### config.mk
export PLATFORM = sky130hd
export DESIGN_NAME = redriver_channel_config_regs
export DESIGN_NICKNAME = d
export VERILOG_FILES = /design/src/inc/redriver_pkg.sv /design/src/inc/probe_if.sv /design/src/sync2.sv /design/src/far_receiver_probe_seq.sv /design/src/redriver_channel_config_regs.sv
export SDC_FILE = /design/constraint.sdc
export NUM_CORES = 1
export LEC_CHECK = 0
export BUFFER_PORTS_ARGS = -buffer_cell sky130_fd_sc_hd__buf_2
export CORE_UTILIZATION = 45
export CTS_CLUSTER_SIZE = 16
export DETAILED_ROUTE_END_ITERATION = 16
export PLACE_DENSITY = 0.75
export SLEW_MARGIN = 20
export SYNTH_ARGS = -nofsm -noshare
export SYNTH_HDL_FRONTEND = slang
export SYNTH_SLANG_ARGS = --single-unit
### constraint.sdc
create_clock -name clock_in -period 5.56 [get_ports clock_in]
set_input_delay 0.278 -clock clock_in [delete_from_list [all_inputs] [get_ports clock_in]]
set_output_delay 0.278 -clock clock_in [all_outputs]
set_load 0.01 [all_outputs]
### src/inc/redriver_pkg.sv
// Register map, field positions, reset values and timing of the lane config block.
// Assumes a single 250 MHz register clock.
package redriver_pkg;
   // Byte offsets reached through the SMBus command byte
   localparam logic [7:0] OFF_A0_DEEMPH = 8'h2e;
   localparam logic [7:0] OFF_A0_THRESH = 8'h2f;
   localparam logic [7:0] OFF_A1_IDLE   = 8'h32;
   localparam logic [7:0] OFF_A1_EQ     = 8'h33;
   localparam logic [7:0] OFF_A1_SWING  = 8'h34;
   localparam logic [7:0] OFF_A1_DEEMPH = 8'h35;
   localparam logic [7:0] OFF_A1_THRESH = 8'h36;
   // Reset values; de-emphasis keeps only its writable low five bits
   localparam logic [4:0] RST_DEEMPH = 5'h02;
   localparam logic [7:0] RST_THRESH = 8'h00;
   localparam logic [7:0] RST_IDLE   = 8'h00;
   localparam logic [7:0] RST_EQ     = 8'h2f;
   localparam logic [7:0] RST_SWING  = 8'had;
   // Field positions
   localparam int DET_BIT       = 7;
   localparam int RATE_HI       = 6;
   localparam int RATE_LO       = 5;
   localparam int IDLE_AUTO_BIT = 5;
   localparam int IDLE_MUTE_BIT = 4;
   localparam int PD_HI         = 3;
   localparam int PD_LO         = 2;
   localparam int SCP_BIT       = 7;
   localparam int GEN12_BIT     = 6;
   // Far receiver probe codes
   localparam logic [1:0] PD_HIZ     = 2'h0;
   localparam logic [1:0] PD_LIMITED = 2'h1;
   localparam logic [1:0] PD_ENDLESS = 2'h2;
   localparam logic [1:0] PD_FIXED   = 2'h3;
   // Default SMBus slave address, arbitrary
   localparam logic [6:0] SMB_ADDR_DEF = 7'h18;
   // Probe timing
   localparam int CLK_KHZ          = 250000;
   localparam int PROBE_PERIOD_MS  = 12;
   localparam int PROBE_PERIOD_CYC = PROBE_PERIOD_MS * CLK_KHZ;
   localparam int PROBE_LIMIT      = 50;

   typedef enum {S_IDLE, S_RX, S_RX_END, S_ACK, S_TX, S_TX_END, S_MACK, S_TX_LOAD} smb_state_t;
   typedef enum {PH_ADDR, PH_CMD, PH_DATA} smb_phase_t;
   typedef enum {PS_HIZ, PS_WAIT, PS_FOUND, PS_GAVE_UP, PS_FIXED} probe_state_t;
endpackage

### src/inc/probe_if.sv
// Link between the register block and the far receiver probe sequencer.
// Both ends run on the register clock.
`timescale 1ns/1ps
interface probe_if;
   logic [1:0] code;
   logic       sensed;
   logic       strobe;
   logic       term50;
   logic       detected;
   modport seq (input code, input sensed, output strobe, output term50, output detected);
   modport ctl (output code, output sensed, input strobe, input term50, input detected);
endinterface

### src/sync2.sv
// Two-flop synchroniser for a vector of pin levels.
// Each bit is a slow level; no bus coherency is promised.
`timescale 1ns/1ps
module sync2 #(
   parameter int W = 1
) (
   input  wire logic         clock_in,
   input  wire logic         rst_in,
   input  wire logic [W-1:0] d_in,
   output logic      [W-1:0] q_out
);
   logic [W-1:0] meta_reg;

   // First stage feeds only the second
   always_ff @(posedge clock_in or posedge rst_in) begin
      if (rst_in) begin
         meta_reg <= '0;
         q_out    <= '0;
      end else begin
         meta_reg <= d_in;
         q_out    <= meta_reg;
      end
   end
endmodule

### src/far_receiver_probe_seq.sv
// Far receiver probe sequencer for one lane: periodic probes and termination.
// Assumes sensed is already synchronised and stays high once a receiver answers.
`timescale 1ns/1ps
module far_receiver_probe_seq import redriver_pkg::*; #(
   parameter int PERIOD_CYC = PROBE_PERIOD_CYC,
   parameter int LIMIT      = PROBE_LIMIT
) (
   input  wire logic clock_in,
   input  wire logic rst_in,
   probe_if.seq      p
);
   localparam int CW = $clog2(PERIOD_CYC + 1);
   localparam logic [CW-1:0] LAST = CW'(PERIOD_CYC - 1);
   localparam logic [6:0] LIM = 7'(LIMIT);

   probe_state_t st_reg, st_next;
   logic [CW-1:0] cnt_reg, cnt_next;
   logic [6:0] tries_reg, tries_next;
   logic [1:0] prev_reg;
   logic strobe_reg, strobe_next;
   logic term_reg, term_next;
   logic det_reg, det_next;

   if (PERIOD_CYC < 2 || LIMIT < 1 || LIMIT > 127) begin : g_chk
      $error("probe period or limit out of range");
   end

   // Any change of code restarts the sequence from scratch
   always_comb begin
      st_next     = st_reg;
      cnt_next    = cnt_reg;
      tries_next  = tries_reg;
      strobe_next = 1'b0;
      if (p.code != prev_reg) begin
         cnt_next   = '0;
         tries_next = '0;
         unique case (p.code)
            PD_HIZ:   st_next = PS_HIZ;
            PD_FIXED: st_next = PS_FIXED;
            default:  st_next = PS_WAIT;
         endcase
      end else begin
         unique case (st_reg)
            PS_WAIT: begin
               if (p.sensed) begin
                  st_next = PS_FOUND;
               end else if (cnt_reg == LAST) begin
                  cnt_next = '0;
                  // Last probe gets a full period to answer before giving up
                  if (p.code == PD_LIMITED && tries_reg == LIM) begin
                     st_next = PS_GAVE_UP;
                  end else begin
                     strobe_next = 1'b1;
                     tries_next  = (tries_reg == LIM) ? tries_reg : tries_reg + 7'h01;
                  end
               end else begin
                  cnt_next = cnt_reg + CW'(1);
               end
            end
            PS_HIZ, PS_FOUND, PS_GAVE_UP, PS_FIXED: ;
         endcase
      end
      term_next = (st_next == PS_FOUND) || (st_next == PS_FIXED);
      det_next  = (st_next == PS_FOUND);
   end

   always_ff @(posedge clock_in or posedge rst_in) begin
      if (rst_in) begin
         st_reg     <= PS_HIZ;
         cnt_reg    <= '0;
         tries_reg  <= '0;
         prev_reg   <= PD_HIZ;
         strobe_reg <= 1'b0;
         term_reg   <= 1'b0;
         det_reg    <= 1'b0;
      end else begin
         st_reg     <= st_next;
         cnt_reg    <= cnt_next;
         tries_reg  <= tries_next;
         prev_reg   <= p.code;
         strobe_reg <= strobe_next;
         term_reg   <= term_next;
         det_reg    <= det_next;
      end
   end

   assign p.strobe   = strobe_reg;
   assign p.term50   = term_reg;
   assign p.detected = det_reg;

   property p_limit;
      @(posedge clock_in) disable iff (rst_in) tries_reg <= LIM;
   endproperty
   a_limit: assert property (p_limit) else $error("too many probes");

   property p_found;
      @(posedge clock_in) disable iff (rst_in)
         (st_reg == PS_WAIT && p.sensed && p.code == prev_reg) |=> (p.term50 && p.detected);
   endproperty
   a_found: assert property (p_found) else $error("detection not taken");

   property p_hiz;
      @(posedge clock_in) disable iff (rst_in) (p.code == PD_HIZ) [*2] |-> !p.term50;
   endproperty
   a_hiz: assert property (p_hiz) else $error("termination on in high-z code");
endmodule

### src/redriver_channel_config_regs.sv
// Lane pair configuration registers behind a byte SMBus slave.
// Assumes SCL/SDA and analog status pins are asynchronous; SDA is open drain.
//
// What this block does
// Bit7 reports far receiver detected per lane
// Bits 6:5 report detected link rate
// Rate status valid only in automatic mode
// De-emphasis code bits 2:0, default 010
// Host keeps swing reserved bits at 101
// Threshold bits 3:2 pick assert level
// Threshold bits 1:0 pick deassert level
// Written thresholds override threshold strap pin
// Idle bit5 selects automatic idle detect
// Manual bit4 mutes output when automatic off
// Probe code 00 high-z, 11 fixed 50 ohm
// Code 01 probes 50 times every 12 ms
// Code 10 probes every 12 ms until found
// Written probe code overrides probe strap pin
// Eight-bit equalizer boost, reset 2f
// Swing bit7 short protection, reset ad
// Swing bit6 selects gen1/2, overrides strap
// Swing bits 2:0 amplitude, default 101
// Writes touch writable fields; status reads live
`timescale 1ns/1ps
module redriver_channel_config_regs import redriver_pkg::*; #(
   parameter logic [6:0] SMB_ADDR  = SMB_ADDR_DEF,
   parameter int         PROBE_CYC = PROBE_PERIOD_CYC
) (
   input  wire logic       clock_in,
   input  wire logic       rst_in,
   input  wire logic       smb_scl_in,
   input  wire logic       smb_sda_in,
   output logic            smb_sda_out,
   output logic            smb_sda_oe_out,
   input  wire logic       mode_pin_auto_in,
   input  wire logic [1:0] rate_detect_a0_in,
   input  wire logic [1:0] rate_detect_a1_in,
   input  wire logic       far_end_a0_in,
   input  wire logic       far_end_a1_in,
   input  wire logic [3:0] signal_detect_level_pin_in,
   input  wire logic [1:0] far_receiver_probe_pin_in,
   input  wire logic       mode_gen12_pin_in,
   output logic [2:0]      deemphasis_level_a0_out,
   output logic [2:0]      deemphasis_level_a1_out,
   output logic [3:0]      sd_level_a0_out,
   output logic [3:0]      sd_level_a1_out,
   output logic            auto_idle_a1_out,
   output logic            output_mute_a1_out,
   output logic            term_50_a1_out,
   output logic            far_receiver_probe_a1_out,
   output logic [7:0]      eq_boost_a1_out,
   output logic            short_protect_a1_out,
   output logic            gen12_a1_out,
   output logic [2:0]      output_swing_a1_out
);
   probe_if pi ();

   logic [15:0] pins_s;
   logic scl_s, sda_s, mode_auto_s, far_a0_s, far_a1_s, gen12_pin_s;
   logic [1:0] rate_a0_s, rate_a1_s, rx_pin_s;
   logic [3:0] sd_pin_s;
   logic scl_d_reg, sda_d_reg;
   logic scl_rise, scl_fall, start, stop;

   smb_state_t st_reg, st_next;
   smb_phase_t ph_reg, ph_next;
   logic [2:0] bit_reg, bit_next;
   logic [7:0] sh_reg, sh_next;
   logic [7:0] ptr_reg, ptr_next;
   logic rw_reg, rw_next;
   logic oe_reg, oe_next;
   logic wr_en, load;
   logic [7:0] rd_data;

   logic [4:0] dem_a0_reg, dem_a0_next, dem_a1_reg, dem_a1_next;
   logic [7:0] thr_a0_reg, thr_a0_next, thr_a1_reg, thr_a1_next;
   logic [7:0] idle_a1_reg, idle_a1_next, eq_a1_reg, eq_a1_next, swing_a1_reg, swing_a1_next;
   logic thr_a0_wr, thr_a0_wr_next, thr_a1_wr, thr_a1_wr_next;
   logic idle_wr, idle_wr_next, swing_wr, swing_wr_next;
   logic [3:0] sd_a0_reg, sd_a0_next, sd_a1_reg, sd_a1_next;
   logic mute_reg, mute_next, gen12_reg, gen12_next;

   // All outside levels pass two flops before use
   sync2 #(.W(16)) u_sync (
      .clock_in (clock_in),
      .rst_in   (rst_in),
      .d_in     ({smb_scl_in, smb_sda_in, mode_pin_auto_in, rate_detect_a0_in, rate_detect_a1_in,
                  far_end_a0_in, far_end_a1_in, signal_detect_level_pin_in, far_receiver_probe_pin_in,
                  mode_gen12_pin_in}),
      .q_out    (pins_s)
   );
   assign {scl_s, sda_s, mode_auto_s, rate_a0_s, rate_a1_s, far_a0_s, far_a1_s, sd_pin_s, rx_pin_s,
           gen12_pin_s} = pins_s;

   far_receiver_probe_seq #(.PERIOD_CYC(PROBE_CYC), .LIMIT(PROBE_LIMIT)) u_probe (
      .clock_in (clock_in),
      .rst_in   (rst_in),
      .p        (pi.seq)
   );
   // Probe code follows the strap until the host writes it
   assign pi.code   = idle_wr ? idle_a1_reg[PD_HI:PD_LO] : rx_pin_s;
   assign pi.sensed = far_a1_s;

   // Bus events from the synchronised lines
   assign scl_rise = scl_s & ~scl_d_reg;
   assign scl_fall = ~scl_s & scl_d_reg;
   assign start    = scl_s & scl_d_reg & sda_d_reg & ~sda_s;
   assign stop     = scl_s & scl_d_reg & ~sda_d_reg & sda_s;

   // Read mux; status bits are live, never stored
   always_comb begin
      unique case (ptr_reg)
         OFF_A0_DEEMPH: rd_data = {far_a0_s, mode_auto_s ? rate_a0_s : 2'h0, dem_a0_reg};
         OFF_A0_THRESH: rd_data = thr_a0_reg;
         OFF_A1_IDLE:   rd_data = idle_a1_reg;
         OFF_A1_EQ:     rd_data = eq_a1_reg;
         OFF_A1_SWING:  rd_data = swing_a1_reg;
         OFF_A1_DEEMPH: rd_data = {pi.detected, mode_auto_s ? rate_a1_s : 2'h0, dem_a1_reg};
         OFF_A1_THRESH: rd_data = thr_a1_reg;
         default:       rd_data = 8'h00;
      endcase
   end

   // Byte slave: write = addr, command, data...; read returns from the pointer
   always_comb begin
      st_next  = st_reg;
      ph_next  = ph_reg;
      bit_next = bit_reg;
      sh_next  = sh_reg;
      ptr_next = ptr_reg;
      rw_next  = rw_reg;
      oe_next  = oe_reg;
      wr_en    = 1'b0;
      load     = 1'b0;
      if (start) begin
         st_next  = S_RX;
         ph_next  = PH_ADDR;
         bit_next = 3'h0;
         oe_next  = 1'b0;
      end else if (stop) begin
         st_next = S_IDLE;
         oe_next = 1'b0;
      end else begin
         unique case (st_reg)
            S_IDLE: ;
            S_RX: if (scl_rise) begin
               sh_next  = {sh_reg[6:0], sda_s};
               bit_next = bit_reg + 3'h1;
               if (bit_reg == 3'h7) st_next = S_RX_END;
            end
            S_RX_END: if (scl_fall) begin
               st_next = S_ACK;
               oe_next = 1'b1;
               unique case (ph_reg)
                  PH_ADDR: if (sh_reg[7:1] != SMB_ADDR) begin
                     st_next = S_IDLE;
                     oe_next = 1'b0;
                  end else begin
                     rw_next = sh_reg[0];
                  end
                  PH_CMD: ptr_next = sh_reg;
                  PH_DATA: begin
                     wr_en    = 1'b1;
                     ptr_next = ptr_reg + 8'h01;
                  end
               endcase
            end
            S_ACK: if (scl_fall) begin
               if (ph_reg == PH_ADDR && rw_reg) begin
                  load = 1'b1;
               end else begin
                  st_next  = S_RX;
                  bit_next = 3'h0;
                  oe_next  = 1'b0;
                  ph_next  = (ph_reg == PH_ADDR) ? PH_CMD : PH_DATA;
               end
            end
            S_TX: if (scl_rise) begin
               bit_next = bit_reg + 3'h1;
               if (bit_reg == 3'h7) st_next = S_TX_END;
            end else if (scl_fall) begin
               sh_next = {sh_reg[6:0], 1'b0};
               oe_next = ~sh_reg[6];
            end
            S_TX_END: if (scl_fall) begin
               oe_next = 1'b0;
               st_next = S_MACK;
            end
            S_MACK: if (scl_rise) st_next = sda_s ? S_IDLE : S_TX_LOAD;
            S_TX_LOAD: if (scl_fall) load = 1'b1;
         endcase
      end
      if (load) begin
         sh_next  = rd_data;
         ptr_next = ptr_reg + 8'h01;
         oe_next  = ~rd_data[7];
         bit_next = 3'h0;
         st_next  = S_TX;
      end
   end

   // Register writes; status bits of the de-emphasis registers are not stored
   always_comb begin
      dem_a0_next    = dem_a0_reg;
      dem_a1_next    = dem_a1_reg;
      thr_a0_next    = thr_a0_reg;
      thr_a1_next    = thr_a1_reg;
      idle_a1_next   = idle_a1_reg;
      eq_a1_next     = eq_a1_reg;
      swing_a1_next  = swing_a1_reg;
      thr_a0_wr_next = thr_a0_wr;
      thr_a1_wr_next = thr_a1_wr;
      idle_wr_next   = idle_wr;
      swing_wr_next  = swing_wr;
      if (wr_en) begin
         unique case (ptr_reg)
            OFF_A0_DEEMPH: dem_a0_next = sh_reg[4:0];
            OFF_A1_DEEMPH: dem_a1_next = sh_reg[4:0];
            OFF_A0_THRESH: begin
               thr_a0_next    = sh_reg;
               thr_a0_wr_next = 1'b1;
            end
            OFF_A1_THRESH: begin
               thr_a1_next    = sh_reg;
               thr_a1_wr_next = 1'b1;
            end
            OFF_A1_IDLE: begin
               idle_a1_next = sh_reg;
               idle_wr_next = 1'b1;
            end
            OFF_A1_EQ: eq_a1_next = sh_reg;
            OFF_A1_SWING: begin
               // Reserved pattern is the host's duty; stored as written
               swing_a1_next = sh_reg;
               swing_wr_next = 1'b1;
            end
            default: ;
         endcase
      end
      sd_a0_next = thr_a0_wr ? thr_a0_reg[3:0] : sd_pin_s;
      sd_a1_next = thr_a1_wr ? thr_a1_reg[3:0] : sd_pin_s;
      mute_next  = ~idle_a1_reg[IDLE_AUTO_BIT] & idle_a1_reg[IDLE_MUTE_BIT];
      gen12_next = swing_wr ? swing_a1_reg[GEN12_BIT] : gen12_pin_s;
   end

   always_ff @(posedge clock_in or posedge rst_in) begin
      if (rst_in) begin
         scl_d_reg    <= 1'b1;
         sda_d_reg    <= 1'b1;
         st_reg       <= S_IDLE;
         ph_reg       <= PH_ADDR;
         bit_reg      <= 3'h0;
         sh_reg       <= 8'h00;
         ptr_reg      <= 8'h00;
         rw_reg       <= 1'b0;
         oe_reg       <= 1'b0;
         dem_a0_reg   <= RST_DEEMPH;
         dem_a1_reg   <= RST_DEEMPH;
         thr_a0_reg   <= RST_THRESH;
         thr_a1_reg   <= RST_THRESH;
         idle_a1_reg  <= RST_IDLE;
         eq_a1_reg    <= RST_EQ;
         swing_a1_reg <= RST_SWING;
         thr_a0_wr    <= 1'b0;
         thr_a1_wr    <= 1'b0;
         idle_wr      <= 1'b0;
         swing_wr     <= 1'b0;
         sd_a0_reg    <= 4'h0;
         sd_a1_reg    <= 4'h0;
         mute_reg     <= 1'b0;
         gen12_reg    <= 1'b0;
      end else begin
         scl_d_reg    <= scl_s;
         sda_d_reg    <= sda_s;
         st_reg       <= st_next;
         ph_reg       <= ph_next;
         bit_reg      <= bit_next;
         sh_reg       <= sh_next;
         ptr_reg      <= ptr_next;
         rw_reg       <= rw_next;
         oe_reg       <= oe_next;
         dem_a0_reg   <= dem_a0_next;
         dem_a1_reg   <= dem_a1_next;
         thr_a0_reg   <= thr_a0_next;
         thr_a1_reg   <= thr_a1_next;
         idle_a1_reg  <= idle_a1_next;
         eq_a1_reg    <= eq_a1_next;
         swing_a1_reg <= swing_a1_next;
         thr_a0_wr    <= thr_a0_wr_next;
         thr_a1_wr    <= thr_a1_wr_next;
         idle_wr      <= idle_wr_next;
         swing_wr     <= swing_wr_next;
         sd_a0_reg    <= sd_a0_next;
         sd_a1_reg    <= sd_a1_next;
         mute_reg     <= mute_next;
         gen12_reg    <= gen12_next;
      end
   end

   // Open drain: only ever pulls low
   assign smb_sda_out               = 1'b0;
   assign smb_sda_oe_out            = oe_reg;
   assign deemphasis_level_a0_out   = dem_a0_reg[2:0];
   assign deemphasis_level_a1_out   = dem_a1_reg[2:0];
   assign sd_level_a0_out           = sd_a0_reg;
   assign sd_level_a1_out           = sd_a1_reg;
   assign auto_idle_a1_out          = idle_a1_reg[IDLE_AUTO_BIT];
   assign output_mute_a1_out        = mute_reg;
   assign term_50_a1_out            = pi.term50;
   assign far_receiver_probe_a1_out = pi.strobe;
   assign eq_boost_a1_out           = eq_a1_reg;
   assign short_protect_a1_out      = swing_a1_reg[SCP_BIT];
   assign gen12_a1_out              = gen12_reg;
   assign output_swing_a1_out       = swing_a1_reg[2:0];

   property p_mute;
      @(posedge clock_in) disable iff (rst_in)
         (!idle_a1_reg[IDLE_AUTO_BIT] && idle_a1_reg[IDLE_MUTE_BIT]) |=> output_mute_a1_out;
   endproperty
   a_mute: assert property (p_mute) else $error("manual mute not applied");

   property p_auto;
      @(posedge clock_in) disable iff (rst_in) idle_a1_reg[IDLE_AUTO_BIT] |=> !output_mute_a1_out;
   endproperty
   a_auto: assert property (p_auto) else $error("muted in automatic idle");

   property p_rate;
      @(posedge clock_in) disable iff (rst_in)
         (ptr_reg == OFF_A0_DEEMPH && !mode_auto_s) |-> (rd_data[RATE_HI:RATE_LO] == 2'h0);
   endproperty
   a_rate: assert property (p_rate) else $error("rate status outside auto mode");

   property p_det;
      @(posedge clock_in) disable iff (rst_in) (ptr_reg == OFF_A1_DEEMPH) |-> (rd_data[DET_BIT] == pi.detected);
   endproperty
   a_det: assert property (p_det) else $error("detect status wrong");

   property p_thr;
      @(posedge clock_in) disable iff (rst_in) thr_a1_wr |=> (sd_level_a1_out == $past(thr_a1_reg[3:0]));
   endproperty
   a_thr: assert property (p_thr) else $error("threshold strap not overridden");

   property p_gen;
      @(posedge clock_in) disable iff (rst_in) swing_wr |=> (gen12_a1_out == $past(swing_a1_reg[GEN12_BIT]));
   endproperty
   a_gen: assert property (p_gen) else $error("mode strap not overridden");

   property p_ro;
      @(posedge clock_in) disable iff (rst_in)
         (wr_en && ptr_reg == OFF_A1_DEEMPH) |=> (dem_a1_reg == $past(sh_reg[4:0]));
   endproperty
   a_ro: assert property (p_ro) else $error("de-emphasis write lost");

   property p_nack;
      @(posedge clock_in) disable iff (rst_in)
         (st_reg == S_RX_END && scl_fall && ph_reg == PH_ADDR && sh_reg[7:1] != SMB_ADDR) |=> !smb_sda_oe_out;
   endproperty
   a_nack: assert property (p_nack) else $error("foreign address acknowledged");
endmodule

; Word level (Yosys, flattened, before mapping)
; Cells that the tools add are included.
[classes]
n_addsub = 4
n_eq_ne = 51
mux = 93
bitwise_logic = 18
reduce_logical = 34
[ops]
columns = op, count
row1 = $mux W32, 22
row2 = $pmux W32 S6, 1
row3 = $eq A32 B3 Y1 const B, 5
row4 = $eq A32 B1 Y1 const B, 3
row5 = $eq A32 B2 Y1 const B, 3
row6 = $mux W22, 4
row7 = $mux W8, 11
row8 = $logic_not A32 Y1, 2
row9 = $eq A8 B6 Y1 const B, 7
row10 = $pmux W8 S7, 1
row11 = $ne A5 B5 Y1 const B, 11
row12 = $mux W7, 6
row13 = $eq A32 B4 Y1 const B, 1
row14 = $pmux W8 S2, 2
row15 = $mux W1, 27
row16 = $add A22 B1 Y22 const B, 1
row17 = $eq A22 B22 Y1 const B, 1
row18 = $mux W3, 7
row19 = $reduce_and A2 Y1, 8
row20 = $reduce_and A5 Y1, 3
row21 = $mux W2, 6
row22 = $pmux W3 S2, 2
row23 = $reduce_and A6 Y1, 2
row24 = $reduce_bool A2 Y1, 6
row25 = other kinds (31), 58
[totals]
ff_bits = 249
input_bits = 18

; Logic depth before layout (Yosys ltp)
[logic_depth]
depth_word = 10
mapped_depth = 9

; Cells and area by module
; Synthesis repeated with hierarchy kept, for this count alone.
[hier_totals]
hier_cells = 786
hier_area_um2 = 8913.5
[modules_own_cells]
columns = mod, instances, cells_each, area_each_um2, seq_area_each_um2
row1 = redriver_channel_config_regs, 1, 432, 4854.7, 2319.7
row2 = far_receiver_probe_seq, 1, 321, 3254.4, 1651.6
row3 = sync2, 1, 33, 804.5, 800.8

; Least setup slack after synthesis
; No wires, ideal clock.
[synth_timing]
path_type = register to register
from = register scl_d_reg
to = register idle_a1_reg[0]
arrival_time_ps = 2079
required_time_ps = 5435
path_slack_ps = 3356
stages_incl_launch_ff = 6
path_buffers = 0
cell_sequence = dfstp_2 -> nor3b_1 -> nand2_1 -> or2_2 -> nor3_2 -> mux2_2
[synth_via]
elab_chain_len = 6
elab_cells_between_ends = 11
cone_classes = 4 x mux / 6 x bitwise / 1 x reduce/logical
[synth_rtl]
columns = item, line
row1 = start: declaration, redriver_channel_config_regs.sv:62  ; logic scl_d_reg, sda_d_reg;
row2 = start signal: assignment, redriver_channel_config_regs.sv:273  ; scl_d_reg <= scl_s;
row3 = "$and A1 B1 Y1, on equally long branches", "redriver_channel_config_regs.sv:106, redriver_channel_config_regs.sv:107, redriver_channel_config_regs.sv:108"
row4 = $mux W1 / $and A1 B1 Y1 (equally long branches), "redriver_channel_config_regs.sv:151, redriver_channel_config_regs.sv:108"
row5 = $mux W1 / $and A1 B1 Y1 (equally long branches), "redriver_channel_config_regs.sv:144, redriver_channel_config_regs.sv:108"
row6 = $mux W1, redriver_channel_config_regs.sv:140  ; end else if (stop) begin
row7 = $mux W1 *, redriver_channel_config_regs.sv:135  ; if (start) begin
row8 = $reduce_and A2 Y1 (no source line) *, n/a
row9 = end signal: assignment, redriver_channel_config_regs.sv:286  ; idle_a1_reg <= idle_a1_next;
row10 = end: declaration, redriver_channel_config_regs.sv:77  ; logic [7:0] idle_a1_reg, idle_a1_next, eq_a1_reg, eq_a1_next, swing_a1_reg, swing_a1_next;
; Every way passes the cells marked *; elsewhere a longest branch is shown, timed or not.
; A chain may end at the register's enable or synchronous reset.

; Final worst setup path
[layout_timing]
from = register ptr_reg[2]
to = register swing_a1_reg[6]
[layout_via]
elab_chain_len = 2
[layout_rtl]
columns = item, line
row1 = start: declaration, redriver_channel_config_regs.sv:69  ; logic [7:0] ptr_reg, ptr_next;
row2 = start signal: assignment, redriver_channel_config_regs.sv:279  ; ptr_reg <= ptr_next;
row3 = $eq A8 B6 Y1, redriver_channel_config_regs.sv:216  ; unique case (ptr_reg)
row4 = $reduce_and A2 Y1 (no source line), n/a
row5 = end signal: assignment, redriver_channel_config_regs.sv:288  ; swing_a1_reg <= swing_a1_next;
row6 = end: declaration, redriver_channel_config_regs.sv:77
; Every way passes these cells.

==> out/qor.csv <==
metric,value,unit
outcome,completed,
area of the multi-input gates,3541,sq um
Highest Clock Rate,350.2,MHz
crit share post-route,51.36,%
routed vias/inst,5.688,
DR DRC count,0,
vias in the first global route,6060,
clock slew seen by the registers of the worst setup and hold paths,0.07,ns
clock sink count,190,
Worst Setup End Kind,register,
crit path launch type,register,
Synth Cell Area,8598,sq um
GPL Wtd Cong,0.8955,
register area,4772,sq um
family with the most delay on the worst path,simple AND/OR/NAND/NOR gates,
final WL,18390,microns
ANT cells,0,
worst-skew pair later-pin latency,0.43,ns
Die Height,140.2,microns
ys flop type,dfrtp_1,
Area Overhead vs Synth,12.95,%
Hold Fails Final Rpt,0,
Mean Syn Cell Area,11.07,sq um
Power Total,3382,uW
crit-path max cell delay,0.90,ns
Yosys reg bits,190,
setup violation total in the final timing report,0,
global-route usage over all layers,19.92,%
initial antenna violation count,0,
I/O Pins,51,
post-route clock skew,0.009322,ns
worst-case clock buffer depth,2,
Leakage Power,0.004373,uW
Worst Path Buf+Inv,0,
remaining antenna violation count,0,
Slew @ Worst Pin,0.9296,ns
slew margin rel.,38.03,%
slowest cell on the critical path,dfrtp_1,
htree depth,4,
ys async rst share,100.0,%
share of layout cells above drive strength 1,21.18,%
CP Data Required Time,5.88,ns
Pwr Density,348.2,nW/um^2
placed insts,1017,
PortBufs,49,
"Slew Viols, Final",0,
initial core utilization,45.97,%
VDD IR max,247.7,uV
Synth warnings,0,
cts bufs inserted,17,
PostCTS Resize Cnt,0,
sequential area share after synthesis,55.50,%
HP Class,input pin to asynchronous set/reset pin,
core box area,18710,sq um
wire length on met3,857,microns
first-pass GRT wire length,30900,microns
crit-path max FO,17,
Filler cells,1649,
WL met1,8639,microns
Die ar.,19660,sq um
total gr overflow,0,
max-cap violations,0,
CP Cell Sequence,"nor4b_1, nor2b_1, and3_1, mux2_2",
Synth Instances,777,
Worst Path Arrival,3.17,ns
initial DRC count,534,
largest net degree at the start of global routing,138,
placed cell areas,8961,sq um
row cnt,50,
Largest register FFs,32,
setup TNS,0,ns
CTS tree,built,
crit path kind,register to register,
fin area,9712,sq um
Final min period,2.856,ns
metal2 WL,8628,microns
non-filler instance count after layout,1065,
TritonRoute pass-1 iters,5,
clk root buf,clkbuf_16,
syn nets,806,
DIE WIDTH,140.2,microns
HPWL after detailed placement,12080,microns
Post-synth EDFFs,0,
via count,6058,
Synth cell types,65,
drt wl/cell,17.27,microns
Top Layer Used,met4,
unrepaired setup endpoints after global routing,false,
Layout Nets,847,
[worst reg2reg max path: stages, from the launching register on]
cell	delay (ns)
dfrtp_1	0.90
nor4b_1	0.42
nor2b_1	0.50
and3_1	0.55
mux2_2	0.39
[power breakdown]
part	switching (uW)	leakage [uW]	total [uW]	internal, uW
clock network	559	0.000284	1210	647
registers	207	0.00246	1680	1470
logic	293	0.00163	496	203
[logic make-up (layout without fill, tap and decap cells)]
group | after synthesis | after routing | share of synthesized area, %
xor gates and xnor gates | 19 | 19 | 1.935
AOI/OAI and AO/OA | 157 | 157 | 12.02
DFF | 190 | 190 | 55.50
buffers and inverters | 69 | 123 | 3.507
other | 1 | 1 | 0.04361
and+or+nand+nor | 256 | 256 | 15.91
muxes | 74 | 74 | 9.488
adders and majority gates | 11 | 11 | 1.601
[worst paths after layout]
check | start | endpoint | slack (ns) | cells after the start
setup / recovery | ptr_reg[2] | swing_a1_reg[6] | 2.70 | 4
hold / removal | rst_in | u_sync.meta_reg[14] | 0.02 | 2
setup reg to reg | ptr_reg[2] | swing_a1_reg[6] | 2.70 | 4
hold reg to reg | u_sync.meta_reg[14] | u_sync.q_out[14] | 0.35 | 0
max in group asynchronous | rst_in | sd_level_a0_out[1] | 4.25 | 3
min in group clock_in | u_sync.meta_reg[14] | u_sync.q_out[14] | 0.35 | 0
[Yosys cell counts, types with 10 or more instances]
master	n	share of area [%]
nor4_1	10	0.73
a22o_1	10	1.0
xor2_1	15	1.5
nor2_1	52	2.3
dfrtp_1	176	51
a21oi_1	34	2.0
inv_1	23	1.0
buf_4	10	0.87
and2_1	34	2.5
o211ai_1	10	0.87
dfstp_2	14	4.3
clkbuf_1	29	1.3
o22ai_1	10	0.73
ha_1	11	1.6
nand2_1	50	2.2
mux2i_1	14	1.6
nand3_1	27	1.6
and3_1	12	0.87
o21ai_1	10	0.58
mux2_2	60	7.9
o21ai_0	26	1.5
[placed cells by master, fill, tap and decap left out, types with 9 or more instances in the layout]
| cell | count |
|---|---|
| dfrtp_1 | 176 |
| mux2_2 | 60 |
| nor2_1 | 52 |
| nand2_1 | 50 |
| buf_2 | 49 |
| and2_1 | 34 |
| a21oi_1 | 33 |
| nand3_1 | 27 |
| o21ai_0 | 26 |
| inv_1 | 22 |
| clkbuf_16 | 17 |
| dlygate4sd3_1 | 16 |
| xor2_1 | 15 |
| mux2i_1 | 14 |
| dfstp_2 | 14 |
| and3_1 | 12 |
| ha_1 | 11 |
| o211ai_1 | 10 |
| o21ai_1 | 10 |
| a22o_1 | 10 |
| o22ai_1 | 10 |
| nor4_1 | 9 |
| nor3_1 | 9 |
| a31oi_1 | 9 |
[final cells by class]
| class | instances | share of cell area (%) |
|---|---|---|
| flip-flops and latches | 190 | 49.14 |
| multi-input cells | 518 | 36.46 |
| clock buffers | 18 | 4.522 |
| repair buffers | 68 | 4.406 |
| well taps | 234 | 3.015 |
| clock inverters | 14 | 1.494 |
| inverters | 23 | 0.9662 |
[metrics by stage]
stage	hold WS, ns	util [%]	setup slack (ns)
floorplan	0.3094	-	0.1347
global placement	0.3322	47.91	2.680
detailed placement	0.3371	47.91	2.620
CTS	0.09032	51.89	2.572
global route	0.1346	51.92	2.460
finish	0.01826	51.92	2.704
[per-layer routing]
layer | global-route usage, % | vias to the layer above
met4 | 6.536 | 0
met1 | 27.78 | 3007
met3 | 3.761 | 23
li1 | - | 2861
met5 | 0 | -
met2 | 31.39 | 167
[timing repair]
item / 4_1_cts / 5_1_grt
setup buffers: 0 / 0
hold endpoints to repair: 16 / 0
hold buffers: 16 / 0
No activity file was read; power rests on OpenSTA's default activity.
